[config.mk]
export PLATFORM = sky130hd
export DESIGN_NAME = parallel_peripheral_port
export DESIGN_NICKNAME = d
export VERILOG_FILES = /design/src/inc/ppp_pkg.sv /design/src/verilog/parallel_peripheral_port.sv
export VERILOG_INCLUDE_DIRS = /design/src /design/src/inc
export SDC_FILE = /design/constraint.sdc
export NUM_CORES = 1
export LEC_CHECK = 0
export BUFFER_PORTS_ARGS = -buffer_cell sky130_fd_sc_hd__buf_4
export CELL_PAD_IN_SITES_DETAIL_PLACEMENT = 1
export CELL_PAD_IN_SITES_GLOBAL_PLACEMENT = 1
export CORE_ASPECT_RATIO = 1.5
export CORE_UTILIZATION = 35
export DETAILED_ROUTE_END_ITERATION = 16
export GPL_ROUTABILITY_DRIVEN = 0
export PLACE_DENSITY_LB_ADDON = 0.15
export SYNTH_ARGS = -nofsm -noshare
export SYNTH_HDL_FRONTEND = slang
export SYNTH_SLANG_ARGS = --single-unit
[constraint.sdc]
create_clock -name clk -period 3.8 [get_ports clk]
set_clock_uncertainty 0.05 [all_clocks]
set_input_delay 0.57 -clock clk [delete_from_list [all_inputs] [get_ports clk]]
set_output_delay 0.57 -clock clk [all_outputs]
set_load 0.03 [all_outputs]
[src/inc/ppp_defines.svh]
// Constants for the parallel peripheral port: register offsets, fields, timing.
// Assumes an APB slave with 32-bit data and byte addressing.
`ifndef PPP_DEFINES_SVH
`define PPP_DEFINES_SVH
`define OFF_CTRL 8'ha0
`define OFF_STAT 8'ha4
`define OFF_MASK 8'ha8
`define OFF_IRQ 8'hac
`define OFF_LATCH 8'hb0
`define OFF_GPO 8'hb4
`define ADDR_MSB 7
// Control register fields
`define C_ENABLE 0
`define C_MODE_LO 1
`define C_MODE_HI 3
`define C_FULLWORD 4
`define C_CMD_POL 5
`define C_ABC 6
`define C_REVERSE_DRIVE_ENABLE 7
// Mode field codes
`define MODE_COMPAT 3'h1
`define MODE_NIBBLE 3'h2
`define MODE_BYTE 3'h3
`define MODE_ECP_FWD 3'h4
`define MODE_ECP_REV 3'h5
// Timing: latch pulse widths in ns, cycle counts at 10 ns
`define CLK_NS 10
`define COMPAT_PULSE_NS 50
`define ECP_PULSE_NS 20
`define COMPAT_PULSE_CYC ((`COMPAT_PULSE_NS + `CLK_NS - 1) / `CLK_NS)
`define ECP_PULSE_CYC ((`ECP_PULSE_NS + `CLK_NS - 1) / `CLK_NS)
`define RESET_ZERO 32'h0000_0000
`define BYTES_PER_WORD 2'h3
`endif

[src/inc/ppp_pkg.sv]
// Types shared by the parallel peripheral port.
// Assumes ppp_defines.svh supplies the numeric constants.
package ppp_pkg;
  // Host-side inputs, already inverted at the pins
  typedef struct packed {
    logic strobe;
    logic autofeed;
    logic active;
    logic init;
    logic ecp_cmd;
  } host_in_s;
  // Software-driven status lines
  typedef struct packed {
    logic fault;
    logic paper_error;
    logic select;
  } soft_status_s;
endpackage

[src/verilog/parallel_peripheral_port.sv]
// Peripheral-side parallel port with APB registers and external latch decode.
// Assumes pins are inverted by outside buffers and inputs are synchronous to clk.
// Assumes an APB master with one setup cycle; the latch data bus lies outside.
//
// Design decisions made here: the register addresses and the APB interface to the registers.
`timescale 1ns/1ps
`include "ppp_defines.svh"
module parallel_peripheral_port (
  input wire logic clk,
  input wire logic arst_n,
  input wire logic psel,
  input wire logic penable,
  input wire logic pwrite,
  input wire logic [31:0] paddr,
  input wire logic [31:0] pwdata,
  output logic [31:0] prdata,
  output logic pready,
  output logic pslverr,
  input wire ppp_pkg::host_in_s host_in,
  input wire logic gpio_pin6_out,
  input wire logic gpio_pin8_out,
  input wire logic transfer_ack,
  output logic peripheral_ack_out,
  output logic peripheral_busy_out,
  output logic latch_read_enable,
  output logic latch_write_enable,
  output logic forward_latch_pulse,
  output logic reverse_drive_enable,
  output ppp_pkg::soft_status_s status_out,
  output logic transfer_request,
  output logic control_irq,
  output logic data_irq
);

  typedef enum logic [1:0] {
    HS_IDLE,
    HS_PULSE,
    HS_WAIT,
    HS_RELEASE
  } hs_e;

  hs_e hs_state;
  logic [31:0] ctrl;
  logic [7:0] rise_mask;
  logic [7:0] fall_mask;
  logic data_mask;
  logic [7:0] edge_stat;
  logic data_stat;
  logic [1:0] byte_count;
  logic [2:0] pulse_cnt;
  ppp_pkg::host_in_s host_q;
  logic [7:0] edges_now;
  logic [7:0] edge_set;
  logic [7:0] edge_clr;
  logic data_clr;
  logic wr_acc;
  logic rd_acc;
  logic enabled;
  logic [2:0] mode;
  logic in_fwd_mode;
  logic in_rev_mode;
  logic dev_init;
  logic word_done;
  logic cmd_byte;
  logic wait_done;

  // Access decode helper
  function automatic logic hit(input logic [31:0] a, input logic [7:0] off);
    hit = (a[`ADDR_MSB:0] == off);
  endfunction

  // Status and interrupt-status words both take write-one clears
  function automatic logic clear_hit(input logic [31:0] a);
    clear_hit = hit(a, `OFF_STAT) || hit(a, `OFF_IRQ);
  endfunction

  // Any of the six mapped words; the rest answer with an error
  function automatic logic mapped_hit(input logic [31:0] a);
    mapped_hit = clear_hit(a) || hit(a, `OFF_CTRL) || hit(a, `OFF_MASK)
                 || hit(a, `OFF_LATCH) || hit(a, `OFF_GPO);
  endfunction

  // Setup phase of an access to the external latch
  function automatic logic latch_setup(input logic s, input logic e, input logic [31:0] a);
    latch_setup = s && !e && hit(a, `OFF_LATCH);
  endfunction

  // APB access phase strobes
  assign wr_acc = psel && penable && pwrite;
  assign rd_acc = psel && penable && !pwrite;
  assign enabled = ctrl[`C_ENABLE];
  assign mode = ctrl[`C_MODE_HI:`C_MODE_LO];
  // Single mode field keeps forward and reverse channels exclusive
  assign in_fwd_mode = enabled && (mode == `MODE_COMPAT || mode == `MODE_ECP_FWD);
  assign in_rev_mode = enabled && (mode == `MODE_BYTE || mode == `MODE_ECP_REV);
  // Device initialisation: reinit with select asserted
  assign dev_init = host_in.init && host_in.active;

  // Edge detect: low nibble rising, high nibble falling
  // Pins arrive already inverted, so high means asserted on the cable
  assign edges_now = {
    ~host_in.init & host_q.init, ~host_in.active & host_q.active,
    ~host_in.autofeed & host_q.autofeed, ~host_in.strobe & host_q.strobe,
    host_in.init & ~host_q.init, host_in.active & ~host_q.active,
    host_in.autofeed & ~host_q.autofeed, host_in.strobe & ~host_q.strobe
  };
  assign edge_set = enabled ? (edges_now & {fall_mask[3:0], rise_mask[3:0]}) : 8'h00;
  // Write-one clears from either flag register
  assign edge_clr = (wr_acc && clear_hit(paddr)) ? pwdata[7:0] : 8'h00;
  assign data_clr = wr_acc && clear_hit(paddr) && pwdata[8];
  // Last byte of a word; the count holds the bytes already completed
  assign word_done = !ctrl[`C_FULLWORD] || (byte_count == `BYTES_PER_WORD);
  // ECP bytes whose command bit matches the expected polarity wait for software
  assign cmd_byte = in_fwd_mode && mode == `MODE_ECP_FWD
                    && host_in.ecp_cmd == ctrl[`C_CMD_POL];
  // Wait ends on acknowledge, or at once for a byte that only fills a word
  assign wait_done = hs_state == HS_WAIT
                     && (transfer_ack || (!word_done && !cmd_byte));

  // Input history for edge detection
  always_ff @(posedge clk or negedge arst_n) begin
    if (!arst_n) begin
      host_q <= '0;
    end else begin
      host_q <= host_in;
    end
  end

  // Control, mask and software status registers
  always_ff @(posedge clk or negedge arst_n) begin
    if (!arst_n) begin
      ctrl <= `RESET_ZERO;
      rise_mask <= 8'h00;
      fall_mask <= 8'h00;
      data_mask <= 1'b0;
      status_out <= '0;
    end else if (wr_acc) begin
      // Mode changes come only from software writes
      if (hit(paddr, `OFF_CTRL)) begin
        ctrl <= pwdata;
      end
      if (hit(paddr, `OFF_MASK)) begin
        rise_mask <= pwdata[7:0];
        fall_mask <= pwdata[15:8];
        data_mask <= pwdata[16];
      end
      if (hit(paddr, `OFF_GPO)) begin
        status_out <= pwdata[2:0];
      end
    end
  end

  // Sticky edge flags; a new edge beats a clear
  always_ff @(posedge clk or negedge arst_n) begin
    if (!arst_n) begin
      edge_stat <= 8'h00;
    end else begin
      edge_stat <= (edge_stat & ~edge_clr) | edge_set;
    end
  end

  // Data-ready flag, raised when a forward byte or word is complete
  always_ff @(posedge clk or negedge arst_n) begin
    if (!arst_n) begin
      data_stat <= 1'b0;
    end else begin
      data_stat <= (data_stat & ~data_clr) |
                   (hs_state == HS_WAIT && transfer_ack && word_done && in_fwd_mode);
    end
  end

  // Interrupt lines from masked flags
  always_ff @(posedge clk or negedge arst_n) begin
    if (!arst_n) begin
      control_irq <= 1'b0;
      data_irq <= 1'b0;
    end else begin
      control_irq <= |edge_stat;
      data_irq <= data_stat && data_mask;
    end
  end

  // Forward handshake sequencer
  // Idle: wait for a strobe edge. Pulse: drive the latch strobe for the
  // mode's width. Wait: hold for the transfer acknowledge or, mid-word, move
  // on at once. Release: acknowledge the host until it drops its strobe.
  // Leaving a forward mode returns the sequencer to idle with no pulse.
  always_ff @(posedge clk or negedge arst_n) begin
    if (!arst_n) begin
      hs_state <= HS_IDLE;
      pulse_cnt <= 3'h0;
    end else if (!in_fwd_mode) begin
      hs_state <= HS_IDLE;
      pulse_cnt <= 3'h0;
    end else begin
      unique case (hs_state)
        HS_IDLE: begin
          if (host_in.strobe && !host_q.strobe) begin
            hs_state <= HS_PULSE;
            pulse_cnt <= (mode == `MODE_ECP_FWD) ? 3'(`ECP_PULSE_CYC)
                                                 : 3'(`COMPAT_PULSE_CYC);
          end
        end
        HS_PULSE: begin
          if (pulse_cnt == 3'h1) begin
            hs_state <= HS_WAIT;
          end
          pulse_cnt <= pulse_cnt - 3'h1;
        end
        HS_WAIT: begin
          // Release once the byte or word is taken
          if (wait_done) begin
            hs_state <= HS_RELEASE;
          end
        end
        HS_RELEASE: begin
          if (!host_in.strobe) begin
            hs_state <= HS_IDLE;
          end
        end
      endcase
    end
  end

  // Completed byte handshakes toward a full word; wraps after the fourth
  always_ff @(posedge clk or negedge arst_n) begin
    if (!arst_n) begin
      byte_count <= 2'h0;
    end else if (!ctrl[`C_FULLWORD]) begin
      byte_count <= 2'h0;
    end else if (wait_done && !cmd_byte) begin
      byte_count <= byte_count + 2'h1;
    end
  end

  // Transfer request, only on completed byte or word
  always_ff @(posedge clk or negedge arst_n) begin
    if (!arst_n) begin
      transfer_request <= 1'b0;
    end else begin
      transfer_request <= in_fwd_mode && hs_state == HS_WAIT && word_done
                          && !cmd_byte && !transfer_ack;
    end
  end

  // Handshake outputs toward the host
  always_ff @(posedge clk or negedge arst_n) begin
    if (!arst_n) begin
      peripheral_ack_out <= 1'b0;
      peripheral_busy_out <= 1'b0;
    end else if (!enabled) begin
      peripheral_ack_out <= 1'b0;
      peripheral_busy_out <= 1'b0;
    end else begin
      peripheral_ack_out <= (hs_state == HS_RELEASE);
      peripheral_busy_out <= (hs_state != HS_IDLE) ||
                             (mode == `MODE_COMPAT && ctrl[`C_ABC]);
    end
  end

  // Shared pins: port logic or general-purpose outputs
  always_ff @(posedge clk or negedge arst_n) begin
    if (!arst_n) begin
      forward_latch_pulse <= 1'b0;
      reverse_drive_enable <= 1'b0;
    end else if (!enabled) begin
      forward_latch_pulse <= gpio_pin6_out;
      reverse_drive_enable <= gpio_pin8_out;
    end else begin
      forward_latch_pulse <= (hs_state == HS_PULSE);
      reverse_drive_enable <= in_rev_mode && ctrl[`C_REVERSE_DRIVE_ENABLE] && !dev_init;
    end
  end

  // Latch read and write enables during the access phase
  always_ff @(posedge clk or negedge arst_n) begin
    if (!arst_n) begin
      latch_read_enable <= 1'b0;
      latch_write_enable <= 1'b0;
    end else begin
      latch_read_enable <= enabled && !pwrite
                           && latch_setup(psel, penable, paddr);
      latch_write_enable <= enabled && pwrite
                            && latch_setup(psel, penable, paddr);
    end
  end

  // APB read data and answer, always zero wait
  // pready rises in the cycle after setup, so every access is one access cycle
  always_ff @(posedge clk or negedge arst_n) begin
    if (!arst_n) begin
      prdata <= `RESET_ZERO;
      pready <= 1'b0;
      pslverr <= 1'b0;
    end else begin
      pready <= psel && !penable;
      pslverr <= psel && !penable && !mapped_hit(paddr);
      if (psel && !penable && !pwrite) begin
        if (hit(paddr, `OFF_CTRL)) begin
          prdata <= ctrl;
        end else if (hit(paddr, `OFF_STAT)) begin
          // Edges, data flag, pins, state, then the byte count at the top
          prdata <= {12'h000, byte_count, 2'b00, hs_state, host_in, data_stat, edges_now};
        end else if (hit(paddr, `OFF_MASK)) begin
          prdata <= {15'h0000, data_mask, fall_mask, rise_mask};
        end else if (hit(paddr, `OFF_IRQ)) begin
          prdata <= {23'h000000, data_stat & data_mask, edge_stat};
        end else if (hit(paddr, `OFF_GPO)) begin
          prdata <= {29'h00000000, status_out};
        end else begin
          prdata <= `RESET_ZERO;
        end
      end
    end
  end

endmodule

==> metrics.md <==
| Metric | Value |
|---|---|
| Status | `finished, final reports clean` |
| DR WL/cell | `19.7 microns` |
| CP arrival | `2.85 ns` |
| CTS Buf Count | `17` |
| Dominant synthesized flop cell | `dfrtp_1` |
| Final hold violation count | `0` |
| Fillers | `1613` |
| Total global routing overflow | `0` |
| Clock transition at path regs | `0.05 ns` |
| Via count | `3766` |
| Die W | `103 microns` |
| Tcrit/Tclk final | `0.688` |
| CP required | `4.04 ns` |
| Bufs on Longest Clock Path | `2` |
| Sw Share | `0.225` |
| Post-Route WL | `14.3 mm` |
| Setup bufs post-CTS | `0` |
| Hold-fix buffers at CTS | `0` |
| Endpoints failing setup | `0` |
| Layout cells sized above 1 | `0.389` |
| Post-route insts no fill | `726` |
| FF-to-FF setup slack | `1.79 ns` |
| Post-DR vias/cell | `5.19` |
| Largest net degree at the start of global routing | `66` |
| Yosys reg bits | `115` |
| Register share of total power | `0.399` |
| Vias in the first global route | `4214` |
| Final layout net count | `601` |
| Mux share of post-synthesis cell area | `0.181` |
| P_leak | `3.40 nW` |
| Max VDD drop | `0.224 mV` |
| Worst skew pair latency | `0.41 ns` |
| Clk root buf | `clkbuf_16` |
| DRT antenna net count | `0` |
| Inst Count DP | `694` |
| # rows | `54` |
| Synth Cell Area | `5320 sq um` |
| Synth cell types | `55` |
| Post-DP HPWL | `10.1 mm` |
| Min-delay worst type | `primary input to async pin` |
| Reg2Reg Launch Point | `hs_state[0]` |
| Setup TNS Final | `0 ns` |
| Clock power frac | `0.538` |
| XOR/XNOR Fraction of Synth Area | `0.00658` |
| Clk sinks | `115` |
| First-pass GRT wire length | `22.7 mm` |
| Synth Area in Adders | `0.0165` |
| Post-layout util | `0.467` |
| Number of synthesized flops with an enable pin | `0` |
| Reg2reg end | `pulse_cnt[2]` |
| Main combinational cell family by area after synthesis | `multiplexers` |
| Critical path class | `primary input to flip-flop` |
| Power density over cell area | `458 nW/um^2` |
| Die area | `15700 sq um` |
| CTS H-tree lvls | `4` |
| Total GRT Usage | `0.196` |
| RSZ-0062 raised after global routing | `false` |
| Die H | `153 microns` |
| P&R area growth vs syn | `29.3%` |
| Worst Tran Pin Value | `0.868 ns` |
| Post-Synthesis Cells | `414` |
| Pre-antenna DRT Iters | `4` |
| Compound-cell area share of the yosys netlist | `0.107` |
| Gate power share | `0.063` |
| CORE AREA | `14700 sq um` |
| Syn Nets | `498` |
| Fin. max-slew vios | `0` |
| PostCTS Resize Cnt | `0` |
| # diodes | `0` |
| Post-synthesis simple-gate area fraction | `0.112` |
| Worst Path Max Fanout | `21` |
| Int Power | `2.44 mW` |
| CP startpoint kind | `primary input` |
| CTS tree | `done` |
| Warnings from Yosys | `0` |
| Seq/Total Area, Yosys | `0.541` |
| Residual DRC | `0` |
| Switching Power | `711 uW` |
| Maxcap violations | `0` |
| Initial antenna violation count | `0` |
| Peak Freq | `0.383 GHz` |
| R2R cell count | `7` |
| Total power | `3.15 mW` |
| Period minus WS final | `2.61 ns` |
| CP endpoint kind | `flip-flop` |
| I/O pin count | `123` |
| PortBufs | `98` |
| Average cell area after synthesis | `12.9 sq um` |
| DRT iter0 DRCs | `173` |
| Starting Density | `0.361` |
| FFs w/ async S/R, synth | `1.00` |
| Slew margin rel. | `0.421` |
## Yosys cell counts (4+ instances only)
library cell	number	area, sq um
nor2_1	12	45.0
nand3b_1	4	30.0
nor4b_1	4	35.0
nor4_1	8	50.1
nand2_1	31	116
nor2b_1	12	75.1
clkbuf_1	15	56.3
dfrtp_1	115	2880
mux2_4	30	450
or2_2	4	25.0
inv_1	14	52.6
nand2b_1	9	56.3
mux2_2	23	259
ha_1	7	87.6
o31ai_1	10	75.1
a21oi_1	9	45.0
a32o_1	7	70.1
a221oi_1	6	52.6
mux2i_1	14	140
a22o_1	20	175
mux4_2	5	113
## power groups by stage
stage | clock network [mW] | logic (mW) | registers (mW)
after floorplan | 0 | 0.0700 | 1.29
after global placement | 0 | 0.198 | 1.28
after detailed placement | 0 | 0.202 | 1.28
after CTS | 1.73 | 0.203 | 1.26
after global routing | 1.78 | 0.218 | 1.26
final | 1.70 | 0.199 | 1.26
## layer usage
metal	share of wire	global-route usage	vias to the layer above
met3	0.037	0.0416	17
met2	0.53	0.341	101
met5	0	0	-
met4	0.019	0.0755	0
met1	0.41	0.229	1927
li1	-	-	1721
## area by class of cell
| cell class | count | area [sq um] | area share |
|---|---|---|---|
| sequential | 115 | 2880 | 0.418 |
| tap | 196 | 245 | 0.0356 |
| timing repair buffer | 108 | 823 | 0.120 |
| inverter | 14 | 52.6 | 0.00763 |
| clock inverter | 13 | 183 | 0.0265 |
| multi-input combinational | 261 | 2260 | 0.328 |
| clock buffer | 19 | 443 | 0.0644 |
## worst max-delay path, cell delays in order
cell and delay [ns]:
buf_4 0.10, or2_1 0.34, or3_4 0.52, or4b_2 0.65, buf_4 0.30, mux2_4 0.35
## how the worst max path moves through the flow
stage                   from  cells after the start       end
floorplan           paddr[1]                      7  ctrl[10]
global placement    paddr[1]                      6   ctrl[1]
detailed placement  paddr[1]                      6   ctrl[2]
CTS                 paddr[1]                      6   ctrl[9]
global route        paddr[6]                      6   ctrl[8]
finish              paddr[1]                      6   ctrl[9]
## state kept, by name (all words and copies together), names as in the netlist, 2 cells and up
signal      cells
ctrl           32
hs_state        2
prdata         32
pulse_cnt       3
rise_mask       8
edge_stat       8
fall_mask       8
status_out      3
byte_count      2
host_q          4
## through the flow
step	cell area, sq um	setup WS (ns)	hold WS, ns
4_1_cts	6880	1.21	0.234
3_3_place_gp	6260	0.795	0.413
6_report	6880	1.19	0.196
2_1_floorplan	5320	1.27	0.224
3_5_place_dp	6260	0.782	0.426
5_1_grt	6880	1.13	0.258
## kinds of logic after synthesis
family / Yosys count
flip-flops: 115
AND/OR/NAND/NOR: 107
multiplexers: 72
AO/OA/AOI/OAI: 71
buffers and inverters: 38
adder cells (fa/ha/maj): 7
XOR/XNOR: 4
## cell usage in the layout, fill, tap and decap left out, types with 6 or more instances in the layout
master     instances
clkbuf_16         17
o31ai_1           10
buf_4            107
mux2i_1           14
dfrtp_1          115
nand2b_1           8
a221oi_1           6
mux2_2            23
ha_1               7
nor2b_1           12
nor4_1             8
a32o_1             7
mux2_4            30
a22o_1            20
a21oi_1            9
nand2_1           31
nor2_1            12
inv_1             14
Power figures use the tool's default switching activity.
